[src/logic/nv_host_consts.svh]
`ifndef NV_HOST_CONSTS_SVH
`define NV_HOST_CONSTS_SVH

`define NV_CLK_PERIOD_NS       10
`define NV_ADDR_W              18
`define NV_DATA_W              16
`define NV_LANE_W              2
`define NV_SEQ_LEN             6
`define NV_CNT_W               22

`define NV_POWERUP_RESTORE_MS  20
`define NV_STORE_MS            8
`define NV_RECALL_US           200
`define NV_SOFT_SEQ_US         100
`define NV_SAVE_PULSE_MIN_NS   15
`define NV_NO_WRITE_RELEASE_NS 25
`define NV_WRITE_GRACE_NS      25
`define NV_BUSY_HIGH_DRIVE_NS  500
`define NV_ACCESS_NS           40
`define NV_RECOVER_NS          20

`define NV_CYC_UP(ns)   ((((ns)) + `NV_CLK_PERIOD_NS - 1) / `NV_CLK_PERIOD_NS)
`define NV_CYC_DOWN(ns) ((ns) / `NV_CLK_PERIOD_NS)

`define NV_SAVE_PULSE_CYC  `NV_CYC_UP(`NV_SAVE_PULSE_MIN_NS)
`define NV_RELEASE_CYC     `NV_CYC_UP(`NV_NO_WRITE_RELEASE_NS)
`define NV_GRACE_CYC       `NV_CYC_UP(`NV_WRITE_GRACE_NS)
`define NV_BUSY_HIGH_CYC   `NV_CYC_UP(`NV_BUSY_HIGH_DRIVE_NS)
`define NV_ACCESS_CYC      `NV_CYC_UP(`NV_ACCESS_NS)
`define NV_RECOVER_CYC     `NV_CYC_UP(`NV_RECOVER_NS)

`endif

[src/logic/nv_host_pkg.sv]
package nv_host_pkg;

    typedef enum logic [1:0] {
        CMD_STORE     = 2'h0,
        CMD_RECALL    = 2'h1,
        CMD_SAVE_EN   = 2'h2,
        CMD_SAVE_DIS  = 2'h3
    } nv_cmd_t;

    // Gray steps along power-up, idle, strobe, recover and the save path.
    typedef enum logic [2:0] {
        ST_POWERUP    = 3'h0,
        ST_IDLE       = 3'h1,
        ST_STROBE     = 3'h3,
        ST_RECOVER    = 3'h2,
        ST_SAVE_PULSE = 3'h6,
        ST_SAVE_WAIT  = 3'h7,
        ST_LOCK       = 3'h5
    } nv_state_t;

endpackage : nv_host_pkg

[src/logic/nv_cmd_addr_rom.sv]
`include "nv_host_consts.svh"

module nv_cmd_addr_rom
    import nv_host_pkg::*;
#(
    // Six addresses per command, command 0 in the lowest bits; board supplies it.
    parameter logic [4*`NV_SEQ_LEN*`NV_ADDR_W-1:0] CMD_TABLE = '0
) (
    input  wire logic                  clk_sys,
    input  wire logic                  rst,
    input  wire nv_cmd_t               cmd,
    input  wire logic [2:0]            idx,
    output      logic [`NV_ADDR_W-1:0] addr
);

    function automatic logic [4:0] slot(input nv_cmd_t c, input logic [2:0] i);
        slot = 5'(({3'h0, c} * 5'h6) + {2'h0, i});
    endfunction : slot

    always_ff @(posedge clk_sys or posedge rst) begin
        if (rst) begin
            addr <= '0;
        end else begin
            addr <= CMD_TABLE[slot(cmd, idx) * `NV_ADDR_W +: `NV_ADDR_W];
        end
    end

endmodule : nv_cmd_addr_rom

[src/logic/nv_host.sv]
`include "nv_host_consts.svh"

module nv_host
    import nv_host_pkg::*;
#(
    parameter int                              RESTORE_CYC  = `NV_POWERUP_RESTORE_MS * 1000000
                                                              / `NV_CLK_PERIOD_NS,
    parameter int                              STORE_CYC    = `NV_STORE_MS * 1000000
                                                              / `NV_CLK_PERIOD_NS,
    parameter int                              RECALL_CYC   = `NV_RECALL_US * 1000
                                                              / `NV_CLK_PERIOD_NS,
    parameter int                              SOFT_SEQ_CYC = `NV_SOFT_SEQ_US * 1000
                                                              / `NV_CLK_PERIOD_NS,
    parameter logic [4*`NV_SEQ_LEN*`NV_ADDR_W-1:0] CMD_TABLE = '0
) (
    input  wire logic                  clk_sys,
    input  wire logic                  rst,
    input  wire logic                  power_good,
    input  wire logic                  req_valid,
    output      logic                  req_ready,
    input  wire logic                  req_write,
    input  wire logic [`NV_ADDR_W-1:0] req_addr,
    input  wire logic [`NV_DATA_W-1:0] req_wdata,
    input  wire logic [`NV_LANE_W-1:0] req_lane_n,
    output      logic                  rsp_valid,
    output      logic [`NV_DATA_W-1:0] rsp_rdata,
    input  wire logic                  cmd_valid,
    output      logic                  cmd_ready,
    input  wire nv_cmd_t               cmd_code,
    input  wire logic                  save_valid,
    output      logic                  save_ready,
    output      logic                  busy,
    output      logic                  unsaved_writes,
    output      logic [`NV_ADDR_W-1:0] mem_addr,
    output      logic                  mem_ce_n,
    output      logic                  mem_we_n,
    output      logic                  mem_oe_n,
    output      logic                  lower_lane_enable_n,
    output      logic                  upper_lane_enable_n,
    input  wire logic [`NV_DATA_W-1:0] dq_in,
    output      logic [`NV_DATA_W-1:0] dq_out,
    output      logic [`NV_LANE_W-1:0] dq_oe,
    input  wire logic                  save_request_busy_pin_in,
    output      logic                  save_request_busy_pin_out,
    output      logic                  save_request_busy_pin_oe
);

    nv_state_t             state, next_state;
    logic [`NV_CNT_W-1:0]  cnt, next_cnt;
    logic [2:0]            seq_idx, next_seq_idx;
    logic                  seq_active, next_seq_active;
    nv_cmd_t               cmd_q, next_cmd_q;
    logic [`NV_LANE_W-1:0] lane_n, next_lane_n;
    logic [`NV_ADDR_W-1:0] next_mem_addr;
    logic [`NV_DATA_W-1:0] next_dq_out, next_rsp_rdata;
    logic [`NV_LANE_W-1:0] next_dq_oe;
    logic                  next_ce_n, next_we_n, next_oe_n, next_pin_oe;
    logic                  next_rsp_valid, next_dirty;
    logic [`NV_ADDR_W-1:0] rom_addr;

    nv_cmd_addr_rom #(.CMD_TABLE(CMD_TABLE)) u_rom (
        .clk_sys (clk_sys),
        .rst     (rst),
        .cmd     (cmd_q),
        .idx     (seq_idx),
        .addr    (rom_addr)
    );

    function automatic logic [`NV_CNT_W-1:0] cyc(input int n);
        cyc = `NV_CNT_W'(n);
    endfunction : cyc
    function automatic logic [`NV_DATA_W-1:0] lane_mask(input logic [`NV_LANE_W-1:0] ln);
        lane_mask = {{8{~ln[1]}}, {8{~ln[0]}}};
    endfunction : lane_mask
    // The save pin is open drain: the host only ever pulls it low.
    assign save_request_busy_pin_out = 1'b0;
    // Requests only taken idle with supply good.
    assign save_ready = (state == ST_IDLE) && power_good;
    assign cmd_ready  = save_ready && !save_valid;
    assign req_ready  = cmd_ready && !cmd_valid;
    assign busy       = (state != ST_IDLE);
    always_comb begin
        next_state      = state;
        next_cnt        = (cnt != '0) ? cnt - 1'b1 : cnt;
        next_seq_idx    = seq_idx;
        next_seq_active = seq_active;
        next_cmd_q      = cmd_q;
        next_lane_n     = lane_n;
        next_mem_addr   = mem_addr;
        next_dq_out     = dq_out;
        next_dq_oe      = dq_oe;
        next_ce_n       = mem_ce_n;
        next_we_n       = mem_we_n;
        next_oe_n       = mem_oe_n;
        next_pin_oe     = save_request_busy_pin_oe;
        next_rsp_valid  = 1'b0;
        next_rsp_rdata  = rsp_rdata;
        next_dirty      = unsaved_writes;
        case (state)
            ST_POWERUP: begin
                if (!power_good) begin
                    next_cnt = cyc(RESTORE_CYC);
                end else if (cnt == '0) begin
                    next_state = ST_IDLE;
                    next_dirty = 1'b0;
                end
            end
            ST_IDLE: begin
                if (save_valid && save_ready) begin
                    next_state  = ST_SAVE_PULSE;
                    next_pin_oe = 1'b1;
                    next_cnt    = cyc(`NV_SAVE_PULSE_CYC - 1);
                end else if (cmd_valid && cmd_ready) begin
                    next_state      = ST_RECOVER;
                    next_seq_active = 1'b1;
                    next_seq_idx    = 3'h0;
                    next_cmd_q      = cmd_code;
                    next_cnt        = cyc(`NV_RECOVER_CYC - 1);
                end else if (req_valid && req_ready) begin
                    if (req_lane_n == 2'h3) begin
                        next_rsp_valid = 1'b1;
                        next_rsp_rdata = '0;
                    end else begin
                        next_state    = ST_STROBE;
                        next_cnt      = cyc(`NV_ACCESS_CYC - 1);
                        next_lane_n   = req_lane_n;
                        next_mem_addr = req_addr;
                        next_dq_out   = req_wdata;
                        next_ce_n     = 1'b0;
                        next_we_n     = !req_write;
                        next_oe_n     = req_write;
                        next_dq_oe    = req_write ? ~req_lane_n : 2'h0;
                        next_dirty    = unsaved_writes | req_write;
                    end
                end
            end
            ST_STROBE: begin
                if (cnt == '0) begin
                    next_state = ST_RECOVER;
                    next_cnt   = cyc(`NV_RECOVER_CYC - 1);
                    // Select rises to end each read.
                    next_ce_n  = 1'b1;
                    next_we_n  = 1'b1;
                    next_oe_n  = 1'b1;
                    next_dq_oe = 2'h0;
                    if (seq_active) begin
                        next_seq_idx = seq_idx + 3'h1;
                    end else begin
                        next_rsp_valid = 1'b1;
                        next_rsp_rdata = !mem_we_n ? '0 : (dq_in & lane_mask(lane_n));
                    end
                end
            end
            ST_RECOVER: begin
                if (cnt == '0) begin
                    if (!seq_active) begin
                        next_state = ST_IDLE;
                    end else if (seq_idx == 3'(`NV_SEQ_LEN)) begin
                        next_state      = ST_LOCK;
                        next_seq_active = 1'b0;
                        case (cmd_q)
                            CMD_STORE: begin
                                next_cnt   = cyc(SOFT_SEQ_CYC + STORE_CYC);
                                next_dirty = 1'b0;
                            end
                            CMD_RECALL: begin
                                next_cnt   = cyc(SOFT_SEQ_CYC + RECALL_CYC);
                                next_dirty = 1'b0;
                            end
                            default: next_cnt = cyc(SOFT_SEQ_CYC);
                        endcase
                    end else begin
                        // Reads only, both lanes, write high.
                        next_state    = ST_STROBE;
                        next_cnt      = cyc(`NV_ACCESS_CYC - 1);
                        next_lane_n   = 2'h0;
                        next_mem_addr = rom_addr;
                        next_ce_n     = 1'b0;
                        next_oe_n     = 1'b0;
                    end
                end
            end
            ST_SAVE_PULSE: begin
                if (cnt == '0) begin
                    next_state  = ST_SAVE_WAIT;
                    next_pin_oe = 1'b0;
                    // Grace and release window before sampling.
                    next_cnt    = cyc(STORE_CYC + ((`NV_GRACE_CYC > `NV_RELEASE_CYC) ?
                                                   `NV_GRACE_CYC : `NV_RELEASE_CYC));
                end
            end
            ST_SAVE_WAIT: begin
                // Pin low means save still running; high means done or skipped.
                if ((save_request_busy_pin_in && cnt <= cyc(STORE_CYC)) || cnt == '0) begin
                    // Device may drive pin high; keep off it.
                    next_state = ST_LOCK;
                    next_cnt   = cyc(`NV_BUSY_HIGH_CYC);
                    next_dirty = 1'b0;
                end
            end
            ST_LOCK: if (cnt == '0) next_state = ST_IDLE;
            default: begin
                next_state = ST_POWERUP;
                next_cnt   = cyc(RESTORE_CYC);
            end
        endcase
        // Supply loss: the device saves on its own; any access, sequence or save pulse is dropped.
        if (!power_good && state != ST_POWERUP) begin
            next_state      = ST_POWERUP;
            next_cnt        = cyc(RESTORE_CYC);
            next_seq_active = 1'b0;
            next_ce_n       = 1'b1;
            next_we_n       = 1'b1;
            next_oe_n       = 1'b1;
            next_dq_oe      = 2'h0;
            next_pin_oe     = 1'b0;
        end
    end

    assign lower_lane_enable_n = lane_n[0];
    assign upper_lane_enable_n = lane_n[1];

    always_ff @(posedge clk_sys or posedge rst) begin
        if (rst) begin
            state                    <= ST_POWERUP;
            cnt                      <= `NV_CNT_W'(RESTORE_CYC);
            seq_idx                  <= 3'h0;
            seq_active               <= 1'b0;
            cmd_q                    <= CMD_STORE;
            lane_n                   <= 2'h3;
            mem_addr                 <= '0;
            dq_out                   <= '0;
            dq_oe                    <= 2'h0;
            mem_ce_n                 <= 1'b1;
            mem_we_n                 <= 1'b1;
            mem_oe_n                 <= 1'b1;
            save_request_busy_pin_oe <= 1'b0;
            rsp_valid                <= 1'b0;
            rsp_rdata                <= '0;
            unsaved_writes           <= 1'b0;
        end else begin
            state                    <= next_state;
            cnt                      <= next_cnt;
            seq_idx                  <= next_seq_idx;
            seq_active               <= next_seq_active;
            cmd_q                    <= next_cmd_q;
            lane_n                   <= next_lane_n;
            mem_addr                 <= next_mem_addr;
            dq_out                   <= next_dq_out;
            dq_oe                    <= next_dq_oe;
            mem_ce_n                 <= next_ce_n;
            mem_we_n                 <= next_we_n;
            mem_oe_n                 <= next_oe_n;
            save_request_busy_pin_oe <= next_pin_oe;
            rsp_valid                <= next_rsp_valid;
            rsp_rdata                <= next_rsp_rdata;
            unsaved_writes           <= next_dirty;
        end
    end

endmodule : nv_host

[config.mk]
export PLATFORM = sky130hd
export DESIGN_NAME = nv_host
export DESIGN_NICKNAME = d
export VERILOG_FILES = /design/src/logic/nv_host_pkg.sv /design/src/logic/nv_cmd_addr_rom.sv /design/src/logic/nv_host.sv
export VERILOG_INCLUDE_DIRS = /design/src /design/src/logic
export SDC_FILE = /design/constraint.sdc
export NUM_CORES = 1
export LEC_CHECK = 0
export BUFFER_PORTS_ARGS = -buffer_cell sky130_fd_sc_hd__clkbuf_2
export CORE_ASPECT_RATIO = 2
export CORE_MARGIN = 2
export CORE_UTILIZATION = 50
export DETAILED_ROUTE_END_ITERATION = 8
export PLACE_DENSITY = 0.76
export SETUP_SLACK_MARGIN = 0.05
export SYNTH_ARGS = -nofsm -noshare
export SYNTH_HDL_FRONTEND = slang
export SYNTH_SLANG_ARGS = --single-unit
[constraint.sdc]
create_clock -name clk_sys -period 5.8 [get_ports clk_sys]
set_input_delay 1.16 -clock clk_sys [delete_from_list [all_inputs] [get_ports clk_sys]]
set_output_delay 1.16 -clock clk_sys [all_outputs]
set_load 0.05 [all_outputs]
==> impl_results.md <==
- Outcome: complete, no violations
- Worst path slowest cell: nor2b_1
- Hold Crit Start: lane_n[1]$_DFFE_PP1P_
- Critical Path RT: 4.64 ns
- CTS tree: yes
- Async set-or-reset flop fraction in the synthesized netlist: between 90% and 100%
- Placement Rows: between 50 and 60
- EDFF count, synth: 0
- Register area share after synthesis: 46.7%
- Post-synth top area share: 40.3%
- DP Area: 5620 sq um
- CTS max path bufs: 2
- Most used cell, CP: clkbuf_2
- Post-placement cell count: 804
- Largest family of logic cells by synthesized area: simple AND/OR/NAND/NOR gates
- CP endpoint kind: output pin
- Layout cells sized above 1: 27.8%
- Crit path time final: 3.61 ns
- Root Buffer: clkbuf_16
- WL per Instance: approximately 18 um
- Post-synthesis register bit count: between 90 and 100
- R2r worst-path depth: 8
- Iteration-0 DRC Markers: 302
- Hold Path Sink: lane_n[1]$_DFFE_PP1P_
- Synth area leader: dfrtp_1
- Worst slew margin: 15.1%
- Synth Area in Simple Gates: 25.5%
- Residual DRC: 0
- Diodes inserted: 0
- Worst slew pin tran: around 1.3 ns
- Nets: 750
- Reg-to-reg setup timing slack: 2.33 ns
- Die Span X: roughly 74 um
- Synthesized area: roughly 4900 sq um
- Via count: 4759
- Synthesized Nets: 639
- Area growth, synth to finish: 21.0%
- Post-CTS Resized: 0
- Crit path max fanout: 22
- Fraction of synthesized area in multiplexers: under 10%
- Post-Synth Adder-Cell Area: roughly 1.3%
- Number of antenna violations at the first check in global routing: 0
- Die area: around 11000 sq um
- H-tree depth: 3
- IO Pins: about 130
- Layout Utilization: 61.7%
- Post-Layout Inst Area: ~5900 sq um
- Drt pass-1 iters: 5
- Port bufs: between 100 and 150
- Syn Inst Count: roughly 570
- Pwr dens: 555 nW/um^2
- Lkg Pwr: 2.81 nW
- Reg2reg end: cnt[21]$_DFF_PP0_
- XOR/XNOR share of the synthesized area: 2.14%
- CP cell instances: clkbuf_2, nor2b_1, nand2_1, nor2_1, clkbuf_2
- Final setup fails: 0
- GP Congestion: 0.989
- Ys Warns: 0
- GRT Util Overall: 28.8%
- Fin crit share: 62.2%
- Most common cell after layout, fill and taps aside: clkbuf_2
- Post-synth cell types: 58
- Overflow after GRT: 0
- Routed wire length: roughly 15000 um
- Number of global-route vias before repair: a little under 5000
- Sink Count: 91
- Main synth FF type: dfrtp_1
- Reg2reg start: cnt[1]$_DFF_PP0_
- Final Power: between 3 and 4 mW
- Clk slew on worst S/H paths: 0.07 ns
- Setup tns final: 0 ns
- Total CTS buffers: 9
- Most frequent cells in the layout: clkbuf_2 (125), nand2_1 (116), dfrtp_1 (79), nor2_1 (45), nand3_1 (35)
- Crit path launch type: primary input
- Clk_lat worst skew: 0.35 ns
- Storage cell area: 2290 sq um
- Postcts setup bufs: 0
- Max Clk Rate: 277 MHz
- Worst path max stage delay: 0.35 ns
- First-pass GRT wire length: 23500 um
- HP Class: register to register
- Hold_buf cts: 0
- Placed wire-length estimate: between 10000 and 15000 um
- Largest net degree at the start of global routing: 62
- Syn Area/Cell: 8.58 sq um
- Final Slew Violations: 0
- Layout Cells excl Fill: 820
- Fill cell count: 869
- Die height: about 140 um
- CP arrival: 2.45 ns
- Kind of critical path: primary input to output pin
- Max Cap Viol: 0
- Multi-input combinational cell area: about 2500 sq um
- RSZ-0062 raised after global routing: no
- Hold Fails Final Rpt: 0
- Synth Area in Compound Gates: 15.5%
- Worst clock skew: 0.00646 ns
- Routed Antenna Nets: 0
- DR vias/cell: a little under 6
- Initial core utilization: 51.0%
- Hold Path Depth: 2
- Core footprint: 9640 sq um
- Maximum vdd drop: 370 uV
- Synth top area cells: dfrtp_1 (40%), nand2_1 (8.9%), dfstp_2 (6.4%)
## kinds of logic (layout without fill, tap and decap cells)
kind of cell,Yosys count,count (layout)
flops,91,91
fa+ha+maj,5,5
buf+inv,43,159
other cells,1,1
mux,23,23
xor+xnor,12,12
simple gates,270,270
compound gates,127,127
## sequential cells by signal, summed over array words and instances (netlist names)
register and cells:
dq_oe 2, save_request_busy_pin_oe 1, lane_n 2, unsaved_writes 1, cnt 22, mem_addr 18
rsp_rdata 16, mem_ce_n 1, seq_active 1, mem_we_n 1, state 3, cmd_q 2
rsp_valid 1, mem_oe_n 1, dq_out 16, seq_idx 3
## metrics by stage
step	setup slack [ns]	hold slack [ns]
after global routing	2.06	0.493
after CTS	2.21	0.467
after floorplan	2.30	0.520
final	2.19	0.465
after detailed placement	2.21	0.458
after global placement	2.28	0.451
## worst max-delay path: cells and delay by family
kind,cells,cell delay (ns)
simple gates,3,0.66
buf+inv,2,0.61
## synth_stat cells, types with 2 or more instances
library cell	instances
buf_2	5
o22ai_1	3
and3_1	5
a21o_1	2
a221oi_1	2
or2_2	5
o21ai_1	19
dfrtp_1	79
nand3_1	35
o31ai_1	3
nor4_1	6
nand3b_1	2
a21oi_1	33
o31a_1	2
nor2_1	46
xor2_1	4
clkbuf_1	17
nor2b_1	4
clkinv_1	2
and2_1	5
nand2_1	116
nand2b_1	4
a211oi_1	8
o211ai_1	3
a31oi_1	8
buf_4	2
xnor2_1	8
ha_1	5
dfstp_2	12
or3_1	7
o21ai_0	31
mux2i_1	3
nor3_1	20
buf_1	5
nand4_1	6
mux2_2	20
inv_1	11
a2111oi_0	4
## worst max path at each step
stage,startpoint,end,slack [ns],depth (start not counted)
after floorplan,rst,cmd_q[0]$_DFFE_PP0P_,2.30,1
after global placement,power_good,cmd_ready,2.28,5
after detailed placement,power_good,cmd_ready,2.21,5
after CTS,power_good,cmd_ready,2.21,5
after global routing,power_good,cmd_ready,2.06,5
final,power_good,cmd_ready,2.19,5
## report_power, final
part           switching, mW  leakage [nW]  internal [mW]
Combinational           1.17          1.48          0.444
Clock                  0.270         0.154          0.356
Sequential             0.194          1.18          0.862
## area by class of cell
cell class / instances / share of cell area (%)
multi-input combinational: 438 / 41.3
sequential: 91 / 38.6
timing repair buffer: 129 / 11.0
clock buffer: 10 / 4.02
tap: 132 / 2.78
clock inverter: 6 / 1.39
inverter: 14 / 0.905
## metal layers
layer / routed length [um] / vias to the layer above / GRT usage [%]
li1: - / 2229 / -
met1: 5100 / 2305 / 30.3
met2: 8140 / 171 / 50.6
met3: 654 / 54 / 5.44
met4: 820 / 0 / 18.8
met5: 0 / - / 0
(Power assumes the default switching activity.)
